[config.mk]
export PLATFORM = sky130hd
export DESIGN_NAME = exc_unit
export DESIGN_NICKNAME = d
export VERILOG_FILES = /design/src/design/exc_pkg.sv /design/src/design/exc_unit.sv
export SDC_FILE = /design/constraint.sdc
export NUM_CORES = 1
export LEC_CHECK = 0
export BUFFER_PORTS_ARGS = -buffer_cell sky130_fd_sc_hd__buf_4
export CORE_MARGIN = 3
export CORE_UTILIZATION = 55
export DETAILED_ROUTE_END_ITERATION = 16
export GPL_TIMING_DRIVEN = 0
export PLACE_DENSITY = 0.82
export SYNTH_ARGS = -nofsm -noshare
export SYNTH_HDL_FRONTEND = slang
export SYNTH_SLANG_ARGS = --single-unit
[constraint.sdc]
create_clock -name mclk -period 3 [get_ports mclk]
set_input_delay 0.15 -clock mclk [delete_from_list [all_inputs] [get_ports mclk]]
set_output_delay 0.15 -clock mclk [all_outputs]
set_load 0.01 [all_outputs]
[src/design/exc_pkg.sv]
// Purpose: constants for the reset/trace/address-error exception unit
// Assumes: advanced-mode vector table, 4 bytes per entry
// Notes:   bus codes are shared with the cpu core and dma masters
// Notes on behaviour
// - reset release: vector base zero, trace off, i and priority masks set
// - then fetch reset vector into pc
// - block all interrupts until stack pointer set
// - module stop registers init 0fff and ffff
// - stopped peripheral registers ignore all access
// - trace only in mode 2, never mode 0
// - trace after every instruction, ignores flag mask
// - trace entry: set flag mask, clear trace
// - no trace right after return from exception
// - interrupts stay accepted during trace handler
// - odd instruction fetch is an address error
// - fetch from peripheral, prohibited, or external in single chip errs
// - stack access with odd pointer errs
// - data: odd words fine, prohibited or single-chip external err
// - dma single transfer outside external space errs
// - handling waits for bus end and instruction
// - stack pc and flags, mask, then vector
// - errors during address error entry ignored
// - odd stack pointer leaves stacked values undefined
// - error halts transfer and dma, clears enables
// - ae mask: i set; mode 2 clears t, pri 7
// - reset, cpu ae raw offset; others plus base
package exc_pkg;
  localparam logic [31:0] VEC_BASE_RESET = 32'h0000_0000;
  localparam logic [15:0] MSTP_A_INIT = 16'h0fff;
  localparam logic [15:0] MSTP_B_INIT = 16'hffff;
  localparam logic [2:0]  PRI_MAX     = 3'h7;
  localparam logic [31:0] VOFF_RESET  = 32'h0000_0000;
  localparam logic [31:0] VOFF_TRACE  = 32'h0000_0014;
  localparam logic [31:0] VOFF_CPU_AE = 32'h0000_0030;
  localparam logic [31:0] VOFF_DMA_AE = 32'h0000_0034;
  // bus master codes
  localparam logic [1:0] MST_CPU  = 2'h0;
  localparam logic [1:0] MST_XFER = 2'h1;
  localparam logic [1:0] MST_DMA  = 2'h2;
  // bus cycle kinds
  localparam logic [1:0] KIND_FETCH  = 2'h0;
  localparam logic [1:0] KIND_STACK  = 2'h1;
  localparam logic [1:0] KIND_DATA   = 2'h2;
  localparam logic [1:0] KIND_SINGLE = 2'h3;
  // address spaces
  localparam logic [1:0] SPC_MEM    = 2'h0;
  localparam logic [1:0] SPC_PERIPH = 2'h1;
  localparam logic [1:0] SPC_EXT    = 2'h2;
  localparam logic [1:0] SPC_PROHIB = 2'h3;
  // exception sources
  localparam logic [1:0] SRC_RESET  = 2'h0;
  localparam logic [1:0] SRC_TRACE  = 2'h1;
  localparam logic [1:0] SRC_CPU_AE = 2'h2;
  localparam logic [1:0] SRC_DMA_AE = 2'h3;

  typedef enum logic [1:0]
  {
    ST_RESET = 2'b00,
    ST_RUN   = 2'b01,
    ST_STACK = 2'b10,
    ST_VEC   = 2'b11
  } seq_e;
endpackage

[src/design/exc_unit.sv]
// Purpose: sequences reset, trace and address error exceptions
// Assumes: cpu core stacks pc and flags on stack_req, reads vectors
// Notes:   all ports except reset_input_n are on the mclk domain
module exc_unit
(
  input  wire logic        mclk,
  input  wire logic        reset,
  input  wire logic        clk_en,
  input  wire logic        reset_input_n,
  input  wire logic        mode2,
  input  wire logic        insn_done,
  input  wire logic        insn_is_return,
  input  wire logic        sp_loaded,
  input  wire logic        ctrl_wr,
  input  wire logic        ctrl_cond_i,
  input  wire logic        ctrl_user,
  input  wire logic        ctrl_t,
  input  wire logic [2:0]  ctrl_pri,
  input  wire logic        base_wr,
  input  wire logic [31:0] base_wdata,
  input  wire logic        mstp_wr_a,
  input  wire logic        mstp_wr_b,
  input  wire logic [15:0] mstp_wdata,
  input  wire logic        bus_end,
  input  wire logic [1:0]  bus_master,
  input  wire logic [1:0]  bus_kind,
  input  wire logic [1:0]  bus_space,
  input  wire logic        bus_odd,
  input  wire logic        single_chip,
  input  wire logic        periph_req,
  input  wire logic [4:0]  periph_idx,
  input  wire logic        stack_done,
  input  wire logic        vec_ack,
  input  wire logic [31:0] vec_data,
  output logic             irq_enable,
  output logic             stack_req,
  output logic             vec_req,
  output logic [31:0]      vec_addr,
  output logic             pc_load,
  output logic [31:0]      pc_value,
  output logic             condition_code_i,
  output logic             user_mask_flag,
  output logic             trace_flag,
  output logic [2:0]       priority_mask_field,
  output logic [31:0]      vector_base_reg,
  output logic [15:0]      module_stop_ctrl_a,
  output logic [15:0]      module_stop_ctrl_b,
  output logic             periph_grant,
  output logic             xfer_err_set,
  output logic             dma_err0_set,
  output logic             dma_te_clear
);

  typedef struct packed
  {
    logic              pin_s1;
    logic              pin_s2;
    exc_pkg::seq_e     st;
    logic [1:0]        src;
    logic              ae_pend;
    logic              ae_dma;
    logic              irq_block;
    logic              irq_en;
    logic              stack_req;
    logic              vec_req;
    logic [31:0]       vec_addr;
    logic              pc_load;
    logic [31:0]       pc_value;
    logic              cond_i;
    logic              user;
    logic              t;
    logic [2:0]        pri;
    logic [31:0]       vbase;
    logic [15:0]       mstp_a;
    logic [15:0]       mstp_b;
    logic              grant;
    logic              xfer_err;
    logic              dma_err0;
    logic              te_clr;
  } state_s;

  localparam state_s Q_INIT = '{
    st:     exc_pkg::ST_RESET,
    src:    exc_pkg::SRC_RESET,
    irq_block: 1'b1,
    cond_i: 1'b1,
    pri:    exc_pkg::PRI_MAX,
    vbase:  exc_pkg::VEC_BASE_RESET,
    mstp_a: exc_pkg::MSTP_A_INIT,
    mstp_b: exc_pkg::MSTP_B_INIT,
    default: '0
  };

  state_s st_reg;
  state_s st_next;
  logic   ae_err;
  logic   ae_hit;
  logic   ae_now;
  logic   trace_go;
  logic   fetch_err;
  logic   data_err;
  logic [31:0] stop_all;

  assign stop_all = {st_reg.mstp_b, st_reg.mstp_a};

  // classify the bus cycle that just ended
  always_comb
  begin
    fetch_err = bus_odd || bus_space == exc_pkg::SPC_PERIPH
             || bus_space == exc_pkg::SPC_PROHIB
             || (bus_space == exc_pkg::SPC_EXT && single_chip);
    data_err = bus_space == exc_pkg::SPC_PROHIB
            || (bus_space == exc_pkg::SPC_EXT && single_chip);
    case (bus_kind)
      exc_pkg::KIND_FETCH:  ae_err = fetch_err;
      exc_pkg::KIND_STACK:  ae_err = bus_odd;
      exc_pkg::KIND_DATA:   ae_err = data_err;
      default:              ae_err = bus_space != exc_pkg::SPC_EXT;
    endcase
  end

  // only normal execution accepts errors; entry is deaf to its own stacking
  assign ae_hit   = bus_end && ae_err && st_reg.st == exc_pkg::ST_RUN;
  assign ae_now   = st_reg.ae_pend || ae_hit;
  // trace bit is dead in mode 0, and return skips its own trace
  assign trace_go = st_reg.t && mode2 && !insn_is_return;

  always_comb
  begin
    st_next           = st_reg;
    st_next.pc_load   = 1'b0;
    st_next.xfer_err  = 1'b0;
    st_next.dma_err0  = 1'b0;
    st_next.te_clr    = 1'b0;
    st_next.grant     = periph_req && !stop_all[periph_idx];
    // open only in the run state once unblocked; every entry sequence and reset close it
    st_next.irq_en    = st_reg.st == exc_pkg::ST_RUN
                      && !st_reg.irq_block;
    if (!st_reg.pin_s2)
    begin
      st_next = Q_INIT;
    end
    else
    begin
      case (st_reg.st)
        exc_pkg::ST_RESET:
        begin
          st_next.vec_req  = 1'b1;
          st_next.vec_addr = exc_pkg::VOFF_RESET;
          st_next.src      = exc_pkg::SRC_RESET;
          st_next.st       = exc_pkg::ST_VEC;
        end
        exc_pkg::ST_RUN:
        begin
          if (sp_loaded)
            st_next.irq_block = 1'b0;
          if (base_wr)
            st_next.vbase = base_wdata;
          if (mstp_wr_a)
            st_next.mstp_a = mstp_wdata;
          if (mstp_wr_b)
            st_next.mstp_b = mstp_wdata;
          if (ctrl_wr)
          begin
            st_next.cond_i = ctrl_cond_i;
            st_next.user   = ctrl_user;
            st_next.t     = ctrl_t;
            st_next.pri   = ctrl_pri;
          end
          if (ae_hit)
          begin
            st_next.ae_pend  = 1'b1;
            st_next.ae_dma   = bus_master != exc_pkg::MST_CPU;
            st_next.xfer_err = 1'b1;
            st_next.dma_err0 = 1'b1;
            st_next.te_clr   = 1'b1;
          end
          // wait for the instruction to finish before entering
          if (insn_done && ae_now)
          begin
            st_next.ae_pend   = 1'b0;
            st_next.src       = (ae_hit ? bus_master != exc_pkg::MST_CPU
                                        : st_reg.ae_dma)
                                ? exc_pkg::SRC_DMA_AE
                                : exc_pkg::SRC_CPU_AE;
            st_next.stack_req = 1'b1;
            st_next.st        = exc_pkg::ST_STACK;
          end
          else if (insn_done && trace_go)
          begin
            st_next.src       = exc_pkg::SRC_TRACE;
            st_next.stack_req = 1'b1;
            st_next.st        = exc_pkg::ST_STACK;
          end
        end
        exc_pkg::ST_STACK:
        begin
          // an odd stack pointer here just stacks garbage, by design
          if (stack_done)
          begin
            st_next.stack_req = 1'b0;
            st_next.cond_i    = 1'b1;
            if (mode2)
              st_next.t = 1'b0;
            if (mode2 && st_reg.src != exc_pkg::SRC_TRACE)
              st_next.pri = exc_pkg::PRI_MAX;
            if (st_reg.src == exc_pkg::SRC_CPU_AE)
              st_next.vec_addr = exc_pkg::VOFF_CPU_AE;
            else if (st_reg.src == exc_pkg::SRC_TRACE)
              st_next.vec_addr = st_reg.vbase + exc_pkg::VOFF_TRACE;
            else
              st_next.vec_addr = st_reg.vbase + exc_pkg::VOFF_DMA_AE;
            st_next.vec_req = 1'b1;
            st_next.st      = exc_pkg::ST_VEC;
          end
        end
        default:
        begin
          if (vec_ack)
          begin
            st_next.vec_req  = 1'b0;
            st_next.pc_load  = 1'b1;
            st_next.pc_value = vec_data;
            st_next.st       = exc_pkg::ST_RUN;
          end
        end
      endcase
    end
    // the synchroniser runs on every enabled clock outside the reset input, whether in pin reset or not
    st_next.pin_s1 = reset_input_n;
    st_next.pin_s2 = st_reg.pin_s1;
  end

  always_ff @(posedge mclk)
  begin
    if (reset)
      st_reg <= Q_INIT;
    else if (clk_en)
      st_reg <= st_next;
  end

  assign irq_enable          = st_reg.irq_en;
  assign stack_req           = st_reg.stack_req;
  assign vec_req             = st_reg.vec_req;
  assign vec_addr            = st_reg.vec_addr;
  assign pc_load             = st_reg.pc_load;
  assign pc_value            = st_reg.pc_value;
  assign condition_code_i    = st_reg.cond_i;
  assign user_mask_flag      = st_reg.user;
  assign trace_flag          = st_reg.t;
  assign priority_mask_field = st_reg.pri;
  assign vector_base_reg     = st_reg.vbase;
  assign module_stop_ctrl_a  = st_reg.mstp_a;
  assign module_stop_ctrl_b  = st_reg.mstp_b;
  assign periph_grant        = st_reg.grant;
  assign xfer_err_set        = st_reg.xfer_err;
  assign dma_err0_set        = st_reg.dma_err0;
  assign dma_te_clear        = st_reg.te_clr;
endmodule

==> impl_metrics.csv <==
group,metric,value,unit
timing,period_minus_slack,2700,ps
clocking,post-cts-setup-buffer-count,0,
timing,rsz0062_at_grt,"no",
drt,remaining_drc_errors,0,
timing,worst_slew_pin_slew,1030,ps
global_route,grt_pass1_wl,36300,um
clocking,cts-htree-levels,4,
placed_design,dp_hpwl,17000,um
global_route,grt_max_degree,17,
placed_design,numPortBuffers,252,
global_route,track_usage,30.4,%
setup_path,worst_setup_path_start_kind,"flip-flop",
setup_path,cp-end-kind,"flip-flop",
drt,dr.pass1.iters,5,
yosys,synth_top_area_share,39.3,%
global_route,grt_pass1_vias,7346,
timing,setup_viol_count_final,0,
pwr,power.total,4660,uW
clocking,numCtsBuffers,17,
yosys,yosys.area_share.simple,21.1,%
placed_design,place_congestion,0.893,
drt,drt_iter0_drc,528,
floorplanning,die_w,123,um
cells_and_area,multi_input_area,3330,sq um
cells_and_area,nets,1350,
yosys,synth_top_family_by_area,"simple AND/OR/NAND/NOR gates",
clocking,cts_buffer_depth,2,
timing,fin_crit_sh,90.1,%
drt,via_per_inst,5.49,
clocking,clock_latency,420,ps
clocking,cts_tree,"yes",
timing,slew_viol_final,0,
yosys,ys_ff_latch,149,
drt,vias,7791,
yosys,yosysTopAreaCell,"dfxtp_1",
global_route,grt.overflow.total,0,
yosys,synth.area.top_cells,"dfxtp_1 39%, buf_4 13%, nand2_1 7.5%",
yosys,synth_fp_nets,1053,
setup_path,cp_max_fo,10,
clocking,clockRootBuffer,"clkbuf_16",
setup_path,crit_start,"st_reg[148]",
setup_path,crit_required,3270,ps
yosys,synthDistinctLibCells,59,
floorplanning,core,13300,sq um
setup_path,r2r_cells,9,
timing,setup_tns,0,ps
timing,hold_viol_final,0,
yosys,synth.most_common_cell,"nand2_1",
yosys,yosys-top-cells-count,"152 x nand2_1, 149 x dfxtp_1, 134 x buf_4, 86 x a21oi_1, 85 x nand3_1",
pwr,pwr-share-comb,10.6,%
pwr,switching_share,24.0,%
setup_path,r2r_setup_slack,300,ps
clocking,clkTransAtPathRegs,60,ps
yosys,synth_xor_area_share,3.11,%
floorplanning,dieArea,15200,sq um
yosys,ys_async_sr_fraction,0,%
cells_and_area,ff_latch_area,2980,sq um
yosys,yosysSeqAreaShare,39.3,%
pwr,power.share.clock,45.7,%
pwr,p_leak,0.00446,uW
yosys,synthMuxAreaShare,3.99,%
yosys,avgSynthCellArea,8.15,sq um
pwr,peakVddDrop,358,uV
setup_path,worst_ep_arrival_time,2970,ps
setup_path,critPathKind,"reg -> reg",
min_path,hp-class,"in -> reg",
timing,max_freq,0.370,GHz
yosys,synth-compound-area-share,14.6,%
cells_and_area,area_delta_synth_final,39.1,%
timing,fin_skew,6.11,ps
yosys,yosysWarnings,0,
setup_path,r2r-end,"module_stop_ctrl_a[11]",
yosys,postSynthCellCount,932,
run_status,status,"finished clean",
timing,slew_headroom,30.9,%
pwr,internal_power,3540,uW
clocking,post_cts_resized,0,
clocking,numClockSinks,149,
floorplanning,ioPinCount,257,
drt,wl,23800,um
pwr,p_sw,1120,uW
cells_and_area,final_util,79.1,%
setup_path,reg2reg_from,"st_reg[148]",
drt,routedWlPerCell,16.8,um
yosys,synth_fa_ha_area_share,0.989,%
pwr,p_seq_share,43.7,%
yosys,synthFlopType,"dfxtp_1",
drt,ant_nets,0,
job,max-cap-violations,0,
floorplanning,rows,42,
yosys,synth_area,7590,sq um
floorplanning,start_util,56.9,%
floorplanning,die_h,123,um
cells_and_area,drive_gt1_share,36.4,%
global_route,antenna_found_initial,0,
cells_and_area,diodes,0,
cells_and_area,fillers,946,
setup_path,crit_end,"module_stop_ctrl_a[11]",
clocking,cts_hold_buf,26,
pwr,power.density,441,nW/um^2
yosys,synth_edf_count,0,
-- per-layer routing --
metal	GRT usage, %	share of wire, %	vias up
met4	14.7	4.3	0
li1	-	-	3686
met2	49.2	48	399
met1	37.7	40	3623
met3	8.01	8.5	83
met5	0	0	-
-- final cells by class --
type,instances,share of cell area (%)
multi-input combinational,580,31.5
sequential,149,28.2
timing repair buffer,278,20.4
buffer,190,11.7
clock buffer,20,4.42
tap,176,2.09
clock inverter,12,1.22
inverter,13,0.462
-- critical path, cell delays in order (launching register included) --
cell and delay [ps]:
dfxtp_1 360, inv_1 120, ha_1 240, buf_2 250, inv_1 120, a21oi_2 430, o21ai_1 420, clkbuf_1 360
nand2_1 160, o211ai_1 100
-- how the worst min path moves through the flow --
stage | start | to | slack [ps] | cells past startpoint
3_3_place_gp | reset_input_n | st_next[149] | 390 | 3
6_report | vec_data[17] | pc_value[17] | 4 | 3
5_1_grt | base_wdata[29] | vector_base_reg[29] | 10 | 3
4_1_cts | ctrl_t | trace_flag | 0.05 | 3
2_1_floorplan | periph_idx[1] | periph_grant | 300 | 2
3_5_place_dp | reset_input_n | st_next[149] | 400 | 3
-- power by group through the flow --
stage / clock, uW / sequential, uW / combinational, uW
final: 2130 / 2040 / 493
after CTS: 2140 / 2030 / 488
after global routing: 2220 / 2040 / 531
after global placement: 0 / 2080 / 451
after detailed placement: 0 / 2080 / 457
after floorplan: 0 / 2070 / 230
-- logic make-up after synthesis --
kind of cell | Yosys count
xor gates and xnor gates | 27
adders and majority gates | 6
DFF | 149
AOI/OAI and AO/OA | 187
and+or+nand+nor | 340
buffers and inverters | 203
muxes | 20
-- placed cells by master (no fill, tap or decap), types with 6 or more instances in the layout --
cell type	count
xnor2_1	16
o21a_1	8
o211ai_1	26
nand3_1	85
nand4_1	9
clkbuf_16	17
ha_1	6
mux2i_1	10
buf_2	9
clkinvlp_4	6
buf_4	386
a21oi_1	86
nand2_1	152
o21ai_0	24
nor2_1	42
o21ai_1	19
xor2_1	11
dlygate4sd3_1	26
nor3_1	14
mux4_2	8
dfxtp_1	149
clkbuf_1	42
inv_1	11
-- stage by stage --
step           setup slack [ps]  area [sq um]  std cells  hold WS [ps]
2_1_floorplan              1070          7590        932           296
3_3_place_gp                381          9700       1360           391
3_5_place_dp                381          9700       1360           399
4_1_cts                     363         10600       1418        0.0503
5_1_grt                     162         10600       1418          9.81
6_report                    297         10600       1418          4.02
(Power assumes the default switching activity.)
